<file path="config.mk">
export PLATFORM = sky130hd
export DESIGN_NAME = fpt_top
export DESIGN_NICKNAME = d
export VERILOG_FILES = /design/src/fpt_pkg.sv /design/src/fpt_top.sv /design/src/fpt_pwm.sv /design/src/fpt_tach.sv
export VERILOG_INCLUDE_DIRS = /design/src
export SDC_FILE = /design/constraint.sdc
export NUM_CORES = 1
export LEC_CHECK = 0
export BUFFER_PORTS_ARGS = -buffer_cell sky130_fd_sc_hd__buf_2
export CORE_UTILIZATION = 62
export CTS_CLUSTER_SIZE = 40
export DETAILED_ROUTE_END_ITERATION = 8
export PLACE_DENSITY_LB_ADDON = 0.25
export SETUP_SLACK_MARGIN = 0.1
export SYNTH_ARGS = -nofsm -noshare
export SYNTH_HDL_FRONTEND = slang
export SYNTH_SLANG_ARGS = --single-unit
</file>
<file path="constraint.sdc">
create_clock -name sys_clk -period 3.4 [get_ports sys_clk]
set_input_delay 0.34 -clock sys_clk [delete_from_list [all_inputs] [get_ports sys_clk]]
set_output_delay 0.34 -clock sys_clk [all_outputs]
set_load 0.1 [all_outputs]
</file>
<file path="src/fpt_cfg.svh">
// Offsets, field positions, reset values and timing counts of the fan PWM and tach block
`ifndef FPT_CFG_SVH
`define FPT_CFG_SVH

// System clock period in picoseconds (200 MHz)
`define FPT_CLK_PERIOD_PS     5000

// Register offsets on the plain register port
`define FPT_ADDR_W            2
`define FPT_OFF_DUTY          2'h0
`define FPT_OFF_CTRL          2'h1
`define FPT_OFF_TACH          2'h2
`define FPT_OFF_STAT          2'h3

// Fan duty register fields
`define FPT_DUTY_OVR_BIT      0
`define FPT_DUTY_LSB          1
`define FPT_DUTY_MSB          6
`define FPT_DUTY_RANGE_BIT    7
`define FPT_DUTY_RST          8'h01

// Fan control register fields
`define FPT_CTRL_TDIV_LSB     0
`define FPT_CTRL_TDIV_MSB     2
`define FPT_CTRL_PRESC_LSB    3
`define FPT_CTRL_PRESC_MSB    7
`define FPT_CTRL_RST          8'h00

// Status register fields
`define FPT_STAT_PWM_BIT      0
`define FPT_STAT_VALID_BIT    1

// Shortest PWM high time (0.00033 ms) and the cycles of one duty step, rounded up
`define FPT_PWM_HIGH_MIN_NS   330
`define FPT_PWM_UNIT_CYC      ((`FPT_PWM_HIGH_MIN_NS * 1000 + `FPT_CLK_PERIOD_PS - 1) / `FPT_CLK_PERIOD_PS)
// Step length multiplier applied to a nonzero prescale
`define FPT_PWM_PRESC_MULT    19

// Tach timebase of 30.52 us per divisor unit, in cycles
`define FPT_TACH_BASE_NS      30520
`define FPT_TACH_BASE_CYC     ((`FPT_TACH_BASE_NS * 1000) / `FPT_CLK_PERIOD_PS)

// Least tach high phase, in tach clock periods, for a pulse to count
`define FPT_TACH_HIGH_MIN     3

`endif

</file>
<file path="src/fpt_pkg.sv">
// Types shared by the fan PWM and tach block
package fpt_pkg;

  typedef logic [7:0] fpt_byte_t;

  // Tach pulse qualifier states
  typedef enum logic [1:0] {
    FPT_TACH_WAIT,
    FPT_TACH_LOW,
    FPT_TACH_HIGH
  } fpt_tach_state_t;

endpackage

</file>
<file path="src/fpt_top.sv">
// Fan PWM output and tach monitor with its register port and timebases
`include "fpt_cfg.svh"
`timescale 1ns/1ps
`default_nettype none

// Contract
// - Override bit 0 of duty register forces the fan output high.
// - With override clear, duty comes from duty register bits 6 to 1.
// - Override clear and duty field zero gives a constantly low output.
// - Nonzero duty gives high fractions from 1.56% up to 98.44%.
// - Period set by duty and control registers, 0.021 to 25.5 ms, 2% tolerance.
// - High time adjustable from 0.00033 ms up to 25.1 ms.
// - Tach clock period is 30.52 us times the software divisor.
module fpt_top #(
  parameter int unsigned TACH_BASE_CYC = `FPT_TACH_BASE_CYC,
  parameter int unsigned PWM_UNIT_CYC  = `FPT_PWM_UNIT_CYC
) (
  input  wire logic                   sys_clk,
  input  wire logic                   rst,
  input  wire logic [`FPT_ADDR_W-1:0] reg_addr,
  input  wire logic [7:0]             reg_wdata,
  input  wire logic                   reg_wr,
  input  wire logic                   reg_rd,
  output logic      [7:0]             reg_rdata,
  input  wire logic                   fan_tach_in,
  output logic                        fan_pwm_output
);

  localparam int unsigned UNIT_W = $clog2(PWM_UNIT_CYC + 1);
  localparam int unsigned BASE_W = $clog2(TACH_BASE_CYC + 1);

  // Register file
  fpt_pkg::fpt_byte_t duty_q;
  fpt_pkg::fpt_byte_t duty_d;
  fpt_pkg::fpt_byte_t ctrl_q;
  fpt_pkg::fpt_byte_t ctrl_d;
  fpt_pkg::fpt_byte_t rdata_d;

  // PWM timebase
  logic [UNIT_W-1:0] unit_cnt_q;
  logic [UNIT_W-1:0] unit_cnt_d;
  logic              unit_tick_q;
  logic              unit_tick_d;
  logic [10:0]       step_cnt_q;
  logic [10:0]       step_cnt_d;
  logic              step_tick_q;
  logic              step_tick_d;
  logic [5:0]        presc;
  logic [10:0]       step_reload;

  // Tach timebase
  logic [BASE_W-1:0] base_cnt_q;
  logic [BASE_W-1:0] base_cnt_d;
  logic [6:0]        div_cnt_q;
  logic [6:0]        div_cnt_d;
  logic [6:0]        div_last;
  logic              tach_tick_q;
  logic              tach_tick_d;

  // Tach input synchroniser
  logic [2:0]        sync_q;
  logic [2:0]        sync_d;
  logic              tach_lvl_q;
  logic              tach_lvl_d;

  // Block state seen by software
  logic [7:0]        tach_count;
  logic              tach_valid;
  logic              pwm_level;

  // Register writes land on the cycle after the strobe
  always_comb
  begin
    duty_d = duty_q;
    ctrl_d = ctrl_q;
    if (reg_wr)
    begin
      case (reg_addr)
        `FPT_OFF_DUTY: duty_d = reg_wdata;
        `FPT_OFF_CTRL: ctrl_d = reg_wdata;
        default:       ;
      endcase
    end
  end

  // Read data stands only in the cycle after the read strobe; unmapped reads give zero
  always_comb
  begin
    rdata_d = 8'h00;
    if (reg_rd)
    begin
      case (reg_addr)
        `FPT_OFF_DUTY: rdata_d = duty_q;
        `FPT_OFF_CTRL: rdata_d = ctrl_q;
        `FPT_OFF_TACH: rdata_d = tach_count;
        `FPT_OFF_STAT:
        begin
          rdata_d[`FPT_STAT_PWM_BIT]   = pwm_level;
          rdata_d[`FPT_STAT_VALID_BIT] = tach_valid;
        end
        default:       rdata_d = 8'h00;
      endcase
    end
  end

  // Register file and read data
  always_ff @(posedge sys_clk or posedge rst)
  begin
    if (rst)
    begin
      duty_q    <= `FPT_DUTY_RST;
      ctrl_q    <= `FPT_CTRL_RST;
      reg_rdata <= 8'h00;
    end
    else
    begin
      duty_q    <= duty_d;
      ctrl_q    <= ctrl_d;
      reg_rdata <= rdata_d;
    end
  end

  assign presc = {duty_q[`FPT_DUTY_RANGE_BIT], ctrl_q[`FPT_CTRL_PRESC_MSB:`FPT_CTRL_PRESC_LSB]};
  // Zero prescale gives the fastest step; the multiplier stretches the top setting near 25 ms
  assign step_reload = (presc == 6'h00) ? 11'h001 : 11'(presc * `FPT_PWM_PRESC_MULT);

  // unit step equals shortest high time
  always_comb
  begin
    unit_cnt_d  = unit_cnt_q + {{(UNIT_W-1){1'b0}}, 1'b1};
    unit_tick_d = 1'b0;
    if (unit_cnt_q == UNIT_W'(PWM_UNIT_CYC - 1))
    begin
      unit_cnt_d  = {UNIT_W{1'b0}};
      unit_tick_d = 1'b1;
    end
  end

  // Step divider; a new prescale takes effect at the next reload, never mid-step
  always_comb
  begin
    step_cnt_d  = step_cnt_q;
    step_tick_d = 1'b0;
    if (unit_tick_q)
    begin
      if (step_cnt_q <= 11'h001)
      begin
        step_cnt_d  = step_reload;
        step_tick_d = 1'b1;
      end
      else
        step_cnt_d = step_cnt_q - 11'h001;
    end
  end

  // PWM timebase registers
  always_ff @(posedge sys_clk or posedge rst)
  begin
    if (rst)
    begin
      unit_cnt_q  <= {UNIT_W{1'b0}};
      unit_tick_q <= 1'b0;
      step_cnt_q  <= 11'h001;
      step_tick_q <= 1'b0;
    end
    else
    begin
      unit_cnt_q  <= unit_cnt_d;
      unit_tick_q <= unit_tick_d;
      step_cnt_q  <= step_cnt_d;
      step_tick_q <= step_tick_d;
    end
  end

  // divisor is a power of two
  assign div_last = 7'((8'h01 << ctrl_q[`FPT_CTRL_TDIV_MSB:`FPT_CTRL_TDIV_LSB]) - 8'h01);

  // tach clock of 30.52 us units
  always_comb
  begin
    base_cnt_d  = base_cnt_q + {{(BASE_W-1){1'b0}}, 1'b1};
    div_cnt_d   = div_cnt_q;
    tach_tick_d = 1'b0;
    if (base_cnt_q == BASE_W'(TACH_BASE_CYC - 1))
    begin
      base_cnt_d = {BASE_W{1'b0}};
      // A smaller divisor written mid-count restarts at once rather than wrapping
      if (div_cnt_q >= div_last)
      begin
        div_cnt_d   = 7'h00;
        tach_tick_d = 1'b1;
      end
      else
        div_cnt_d = div_cnt_q + 7'h01;
    end
  end

  // Tach timebase registers
  always_ff @(posedge sys_clk or posedge rst)
  begin
    if (rst)
    begin
      base_cnt_q  <= {BASE_W{1'b0}};
      div_cnt_q   <= 7'h00;
      tach_tick_q <= 1'b0;
    end
    else
    begin
      base_cnt_q  <= base_cnt_d;
      div_cnt_q   <= div_cnt_d;
      tach_tick_q <= tach_tick_d;
    end
  end

  // Pin synchroniser; the level moves only when the last two stages agree
  always_comb
  begin
    sync_d     = {sync_q[1:0], fan_tach_in};
    tach_lvl_d = tach_lvl_q;
    if (sync_q[1] == sync_q[2])
      tach_lvl_d = sync_q[2];
  end

  // Synchroniser registers
  always_ff @(posedge sys_clk or posedge rst)
  begin
    if (rst)
    begin
      sync_q     <= 3'h0;
      tach_lvl_q <= 1'b0;
    end
    else
    begin
      sync_q     <= sync_d;
      tach_lvl_q <= tach_lvl_d;
    end
  end

  fpt_pwm u_pwm (
    .sys_clk   (sys_clk),
    .rst       (rst),
    .step_tick (step_tick_q),
    .duty      (duty_q[`FPT_DUTY_MSB:`FPT_DUTY_LSB]),
    .override  (duty_q[`FPT_DUTY_OVR_BIT]),
    .pwm_q     (pwm_level)
  );

  assign fan_pwm_output = pwm_level;

  fpt_tach #(
    .CNT_W (8)
  ) u_tach (
    .sys_clk    (sys_clk),
    .rst        (rst),
    .tach_tick  (tach_tick_q),
    .tach_level (tach_lvl_q),
    .count_q    (tach_count),
    .valid_q    (tach_valid)
  );

endmodule

`default_nettype wire

</file>
<file path="src/fpt_pwm.sv">
// Six-bit PWM waveform generator for the fan output
`include "fpt_cfg.svh"
`timescale 1ns/1ps
`default_nettype none

module fpt_pwm (
  input  wire logic       sys_clk,
  input  wire logic       rst,
  input  wire logic       step_tick,
  input  wire logic [5:0] duty,
  input  wire logic       override,
  output logic            pwm_q
);

  logic [5:0] phase_q;
  logic [5:0] phase_d;
  logic [5:0] duty_q;
  logic [5:0] duty_d;
  logic       pwm_d;

  // Phase walks 64 steps; new duty is taken only at the period start so a write never leaves a runt pulse
  always_comb
  begin
    phase_d = phase_q;
    duty_d  = duty_q;
    if (step_tick)
    begin
      phase_d = phase_q + 6'h01;
      if (phase_q == 6'h3F)
        duty_d = duty;
    end
    if (override)
      pwm_d = 1'b1;
    else if (duty_q == 6'h00)
      pwm_d = 1'b0;
    else
      pwm_d = (phase_q < duty_q);
  end

  // Phase, held duty and output
  always_ff @(posedge sys_clk or posedge rst)
  begin
    if (rst)
    begin
      phase_q <= 6'h00;
      duty_q  <= 6'h00;
      pwm_q   <= 1'b0;
    end
    else
    begin
      phase_q <= phase_d;
      duty_q  <= duty_d;
      pwm_q   <= pwm_d;
    end
  end

endmodule

`default_nettype wire

</file>
<file path="src/fpt_tach.sv">
// Tach pulse qualifier and period counter
`include "fpt_cfg.svh"
`timescale 1ns/1ps
`default_nettype none

module fpt_tach #(
  parameter int unsigned CNT_W = 8
) (
  input  wire logic             sys_clk,
  input  wire logic             rst,
  input  wire logic             tach_tick,
  input  wire logic             tach_level,
  output logic [CNT_W-1:0]      count_q,
  output logic                  valid_q
);

  localparam logic [CNT_W-1:0] CNT_MAX = {CNT_W{1'b1}};

  fpt_pkg::fpt_tach_state_t state_q;
  fpt_pkg::fpt_tach_state_t state_d;
  logic [1:0]               high_q;
  logic [1:0]               high_d;
  logic [CNT_W-1:0]         run_q;
  logic [CNT_W-1:0]         run_d;
  logic                     armed_q;
  logic                     armed_d;
  logic [CNT_W-1:0]         count_d;
  logic                     valid_d;
  logic                     qual_edge;

  // Sampled once per tach clock; pulses with a short high phase are treated as noise
  always_comb
  begin
    state_d   = state_q;
    high_d    = high_q;
    run_d     = run_q;
    armed_d   = armed_q;
    count_d   = count_q;
    valid_d   = valid_q;
    qual_edge = 1'b0;
    if (tach_tick)
    begin
      if (run_q != CNT_MAX)
        run_d = run_q + {{(CNT_W-1){1'b0}}, 1'b1};
      case (state_q)
        fpt_pkg::FPT_TACH_WAIT:
        begin
          if (!tach_level)
            state_d = fpt_pkg::FPT_TACH_LOW;
        end
        fpt_pkg::FPT_TACH_LOW:
        begin
          if (tach_level)
          begin
            state_d = fpt_pkg::FPT_TACH_HIGH;
            high_d  = 2'h1;
          end
        end
        fpt_pkg::FPT_TACH_HIGH:
        begin
          if (tach_level)
          begin
            if (high_q != 2'h3)
              high_d = high_q + 2'h1;
          end
          else
          begin
            state_d   = fpt_pkg::FPT_TACH_LOW;
            qual_edge = (high_q >= 2'(`FPT_TACH_HIGH_MIN));
          end
        end
        default:
          state_d = fpt_pkg::FPT_TACH_WAIT;
      endcase
      if (qual_edge)
      begin
        armed_d = 1'b1;
        // The tick that sees the edge closes the last period, so it is counted too
        if (armed_q)
        begin
          count_d = run_d;
          valid_d = 1'b1;
        end
        run_d   = {CNT_W{1'b0}};
      end
      // A stopped fan shows as a saturated count
      else if (armed_q && run_q == CNT_MAX)
      begin
        count_d = CNT_MAX;
        valid_d = 1'b1;
      end
    end
  end

  // Qualifier and count registers
  always_ff @(posedge sys_clk or posedge rst)
  begin
    if (rst)
    begin
      state_q <= fpt_pkg::FPT_TACH_WAIT;
      high_q  <= 2'h0;
      run_q   <= {CNT_W{1'b0}};
      armed_q <= 1'b0;
      count_q <= {CNT_W{1'b0}};
      valid_q <= 1'b0;
    end
    else
    begin
      state_q <= state_d;
      high_q  <= high_d;
      run_q   <= run_d;
      armed_q <= armed_d;
      count_q <= count_d;
      valid_q <= valid_d;
    end
  end

endmodule

`default_nettype wire

</file>
==> results.cfg, run 1 <==
[run_status]
status = completed

[timing]
period_minus_slack_ps = 2650
relSlewSlack_pct = 53.7
hold_viol = 0
slew_violations = 0
fin_skew_ps = 13.0
finalSetupViolations = 0
finalCritPeriodShare_pct = 77.8
worstMarginPinSlew_ps = 691
max_clock_freq_mhz = 378
fin_setup_tns_ps = 0
grt_setup_unrepaired = no

[worst_hold_path]
hold_path.class = input port to asynchronous set/reset pin

[routing]
drtIter0Drc = 184
dr.pass1.iters = 6
ant_nets = 0
vias_per_cell = 6.02
avgRoutedWirePerCell_um = 15.5
wl_um = 10500
drc = 0
vias = 4064

[yosys]
synthDominantCellAreaShare_pct = 45.7
synthesis.area_mm2 = 0.00558
synth-edff-count = 0
syn_inst = 542
synthFlopType = dfrtp_1
synthTopCellsByCount = dfrtp_1 (102), nand2_1 (46), o21ai_0 (42)
syn_avg_cell_area_um2 = 10.3
synth_seq_area_share_pct = 46.7
synth_seq_cells = 104
yosysMostFrequentCell = dfrtp_1
syn_nets = 598
synth_cell_types = 64
synthArstFlopShare_pct = 100
yosys.area.top_type = dfrtp_1
ys_warn_count = 0
netlist_top_cells_area = dfrtp_1 (46%), ha_1 (8.7%), mux2_2 (4.0%)

[setup_path]
critPathMaxFanout = 6
critPathMaxStageDelay_ps = 470
cp_cell_sequence = ha_1, fa_1, ha_1, a2111o_1, a31oi_1, o31ai_1, a21oi_1, a31oi_1
critPathTopFamily = adder cells
crit_type = flip-flop to flip-flop
worstSetupEndpointType = flip-flop
critPathSlowestCell = a2111o_1
required_ps = 3650
worst_ep_arrival_time_ps = 2900
setup.worst_path.start_class = flip-flop
critPathBufInv = 0

[grt]
grt_max_degree = 59
grt_pass1_vias = 4091
grt_pass1_wl_um = 18600
antenna_found_initial = 0
track_usage_pct = 24.2
grtUsageMet3_pct = 4.55
grt.busiest_layer = met2
globalRoute.totalOverflow = 0
use_met2_pct = 41.2
grtUsageMet1_pct = 30.9

[clock_network]
htreeDepth = 3
path_clk_slew_ps = 100
cts_tree = built
post_cts_resized = 0
cts_setup_buffers = 0
clock_sinks = 104
clockRootBuffer = clkbuf_8
clkLatencyLatePin_ps = 370
holdBufCountCts = 0
clockBufferDepth = 2
cts_buffers = 9

[power_and_ir_drop]
power_frac_comb_pct = 23.3
peakVddDrop_mv = 0.274
internal_power_uw = 1880
p_switching_uw = 878
netSwitchingFraction_pct = 31.8
leakage_uw = 0.00278
sequentialPowerShare_pct = 48.7
clockPowerShare_pct = 28.1
power.density_mw_per_mm2 = 462

[place]
portBuffers = 23
dpl.hpwl_um = 7630
place_inst = 659
post_dp_cell_area_mm2 = 0.00577
gp_congestion = 0.815

[floorplan]
start_util_pct = 64.0
io-pin-count = 24
dieArea_mm2 = 0.00939
core_mm2 = 0.00872
die_x_um = 96.9
die_h_um = 96.9
rows = 34

[cells_and_area]
fin_cells = 675
layout-drive-gt1-share_pct = 13.9
area_delta_synth_final_pct = 6.93
stdcell_area_mm2 = 0.00597
diodes = 0
nNetsFinal = 618
nFillCells = 653

[job]
maxCapViolCount = 0
-- power by group through the flow --
stage | Combinational, uW | Clock, uW | Sequential, uW
after CTS | 639 | 797 | 1340
after global routing | 701 | 842 | 1350
after floorplan | 420 | 0 | 1420
final | 642 | 774 | 1340
after detailed placement | 632 | 0 | 1360
after global placement | 597 | 0 | 1360
-- per-layer routing --
metal,routed length (um),up-vias
li1,-,1974
met1,4720,1967
met2,5190,96
met3,368,27
met4,211,0
met5,0,-
-- cell type report --
cell class,instances,area (um2),share of cell area [%]
Clock buffer,10,128,2.14
Multi-Input combinational cell,397,2790,46.8
Tap cell,108,135,2.26
Timing Repair Buffer,25,143,2.39
Clock inverter,6,68.8,1.15
Sequential cell,104,2610,43.6
Inverter,25,96.3,1.61
-- worst reg2reg max path: stages, from the launching register on --
cell and delay [ps]:
dfrtp_1 460, ha_1 350, fa_1 410, ha_1 380, a2111o_1 470, a31oi_1 170, o31ai_1 110, a21oi_1 140
a31oi_1 50
-- per-stage QoR --
| step | hold slack (ps) | power [uW] | util, % | setup WS [ps] |
|---|---|---|---|---|
| after floorplan | 331 | 1840 | - | 331 |
| after global placement | 335 | 1960 | 66.2 | 883 |
| after detailed placement | 347 | 2000 | 66.2 | 762 |
| after CTS | 44.0 | 2780 | 68.5 | 749 |
| after global routing | 62.3 | 2890 | 68.5 | 654 |
| final | 35.5 | 2760 | 68.5 | 753 |
-- flip-flops by register name, summed over array words and instances, names as in the netlist, 2 cells and up --
signal / flops
base_cnt_q: 13
ctrl_q: 8
div_cnt_q: 7
duty_q: 8
reg_rdata: 8
step_cnt_q: 11
sync_q: 3
u_pwm.duty_q: 6
u_pwm.phase_q: 6
u_tach.count_q: 8
u_tach.high_q: 2
u_tach.run_q: 8
u_tach.state_q: 2
unit_cnt_q: 7
-- cell families after synthesis --
logic type	share of synthesized area [%]
simple gates	16.9
compound gates	13.3
flops	46.7
fa+ha+maj	9.64
buf+inv	3.29
mux	6.10
xor+xnor	4.08
-- final timing paths --
| check | start | endpoint | slack (ps) | cells after the start |
|---|---|---|---|---|
| setup / recovery | ctrl_q[4] | step_cnt_q[10] | 750 | 8 |
| hold / removal | rst | base_cnt_q[5] | 40 | 2 |
| setup reg to reg | ctrl_q[4] | step_cnt_q[10] | 750 | 8 |
| hold reg to reg | sync_q[0] | sync_q[1] | 370 | 0 |
| max in group asynchronous | rst | step_cnt_q[0] | 2620 | 3 |
| min in group sys_clk | fan_tach_in | sync_q[0] | 80 | 1 |
-- cell usage in the layout (no fill, tap or decap), types with 13 or more instances in the layout --
cell type	instances
a21oi_1	30
inv_1	23
mux2_2	20
nor2_1	40
xor2_1	13
dfrtp_1	102
buf_2	23
ha_1	39
nand2_1	46
o21ai_0	42
xnor2_1	13
nand3_1	24
Note: power is estimated with default switching activity, not from simulation.
==> run 2: changes to the inputs <==
--- a/config.mk
+++ b/config.mk
@@ -7,7 +7,7 @@
 export NUM_CORES = 1
 export LEC_CHECK = 0
 export BUFFER_PORTS_ARGS = -buffer_cell sky130_fd_sc_hd__buf_2
-export CORE_UTILIZATION = 62
+export CORE_UTILIZATION = 56
 export CTS_CLUSTER_SIZE = 40
 export DETAILED_ROUTE_END_ITERATION = 8
 export PLACE_DENSITY_LB_ADDON = 0.25
==> constraint.sdc (replaced) <==
create_clock -name sys_clk -period 2.4 [get_ports sys_clk]
set_input_delay 0.24 -clock sys_clk [delete_from_list [all_inputs] [get_ports sys_clk]]
set_output_delay 0.24 -clock sys_clk [all_outputs]
set_load 0.1 [all_outputs]
==> results.cfg, run 2 (synthesized netlist as in run 1, its figures left out) <==
[run_status]
status = completed

[place]
dp_slack_ps = 74.1
gp_congestion = 0.833
place_inst = 695
dpl.hpwl_um = 7930
portBuffers = 23

[timing]
slew_violations = 0
relSlewSlack_pct = 51.1
finalWorstSetupSlack_ps = 91.8
fin_skew_ps = 16.5
worstMarginPinSlew_ps = 728
finalCritPeriodShare_pct = 96.2
grt_setup_unrepaired = yes
period_minus_slack_ps = 2310
hold_viol = 0
finalSetupViolations = 0
max_clock_freq_mhz = 433

[setup_path]
required_ps = 2660
worstSetupEndpointType = flip-flop
crit_type = flip-flop to flip-flop
setup.worst_path.start_class = flip-flop
critPathMaxFanout = 3
worst_ep_arrival_time_ps = 2570

[clock_network]
clockRootBuffer = clkbuf_8
clkLatencyLatePin_ps = 380
path_clk_slew_ps = 100
cts_tree = built
clockBufferDepth = 2
cts_buffers = 9
htreeDepth = 3
clock_sinks = 104

[floorplan]
core_mm2 = 0.00973
rows = 36
die_h_um = 102
dieArea_mm2 = 0.0104
io-pin-count = 24
start_util_pct = 57.4
die_x_um = 102

[power_and_ir_drop]
power.density_mw_per_mm2 = 661
p_switching_uw = 1350
leakage_uw = 0.00285
internal_power_uw = 2770
sequentialPowerShare_pct = 45.6
power_frac_comb_pct = 28.7
power_uw = 4120
peakVddDrop_mv = 0.368
netSwitchingFraction_pct = 32.8
clockPowerShare_pct = 25.7

[routing]
dr_wl_met3_um = 389
routedLengthMet1_um = 4910
top_layer_used = met4
vias = 4134
avgRoutedWirePerCell_um = 15.3
ant_nets = 0
dr.pass1.iters = 6
wl_um = 11000
drtIter0Drc = 202
dr_wl_met2_um = 5450
vias_per_cell = 5.78
drc = 0

[cells_and_area]
fin_cells = 715
largest_reg_flops = 13
multi_input_area_mm2 = 0.00291
nFillCells = 798
final_cell_mix = dfrtp_1 (101), nand2_1 (45), o21ai_0 (40)
diodes = 0
seq_area_mm2 = 0.00261
largest_registers = base_cnt_q x13, step_cnt_q x11
regMostFlops = base_cnt_q
layout-drive-gt1-share_pct = 18.7
area_delta_synth_final_pct = 11.5
nNetsFinal = 633
final_common_cell = dfrtp_1

[grt]
grt_pass1_wl_um = 18500
grt_pass1_vias = 4020
antenna_found_initial = 0
track_usage_pct = 23.2
globalRoute.totalOverflow = 0
grt_max_degree = 35

[job]
maxCapViolCount = 0

[worst_hold_path]
hold_path.class = input port to flip-flop
[run 2: layout make-up]
| class | count | area share (%) |
|---|---|---|
| flip-flops and latches | 104 | 41.9 |
| clock buffers | 10 | 2.21 |
| clock inverters | 6 | 0.824 |
| well taps | 133 | 2.67 |
| repair buffers | 40 | 4.18 |
| multi-input cells | 397 | 46.7 |
| inverters | 25 | 1.57 |
[run 2: repair_timing]
item                                    CTS  global route
pin swaps                                 2             8
hold buffers                              2             0
hold endpoints to repair                 29             0
endpoints found under the setup margin    4            12
resized for setup                         4            12
buffers inserted                          1             1
[run 2: power groups by stage]
stage	clock, uW	combinational (uW)	sequential (uW)
2_1_floorplan	0	661	2010
6_report	1060	1180	1880
5_1_grt	1160	1290	1890
3_3_place_gp	0	985	1900
4_1_cts	1100	1080	1870
3_5_place_dp	0	1010	1910
[run 2: worst max-delay path: stages (launching register included)]
cell,delay [ps]
dfrtp_1,390
ha_1,310
fa_2,360
ha_4,240
a2111o_1,430
a31oi_1,160
o31ai_1,100
a21oi_1,150
a31oi_1,50
[run 2: final timing paths]
path,start,end,slack (ps),cells past startpoint
min in group asynchronous,rst,u_tach.run_q[2],510,3
setup reg to reg,ctrl_q[7],step_cnt_q[10],90,8
setup / recovery,ctrl_q[7],step_cnt_q[10],90,8
max in group asynchronous,rst,step_cnt_q[0],1170,4
hold reg to reg,sync_q[0],sync_q[1],360,0
hold / removal,reg_wdata[0],ctrl_q[0],100,2
[run 2: through the flow]
stage | hold WS, ps | util, % | instance area, um2 | TNS [ps]
floorplan | 271 | - | 5610 | 0
global placement | 333 | 60.8 | 5920 | 0
detailed placement | 337 | 60.8 | 5920 | 0
CTS | 77.8 | 63.3 | 6160 | 0
global route | 90.8 | 64.0 | 6230 | -47.1
finish | 99.7 | 64.0 | 6230 | 0
[run 2: per-layer routing]
| metal | vias up | track usage, % |
|---|---|---|
| met3 | 21 | 5.13 |
| met5 | - | 0 |
| met2 | 85 | 39.7 |
| li1 | 2003 | - |
| met4 | 0 | 8.35 |
| met1 | 2025 | 28.9 |
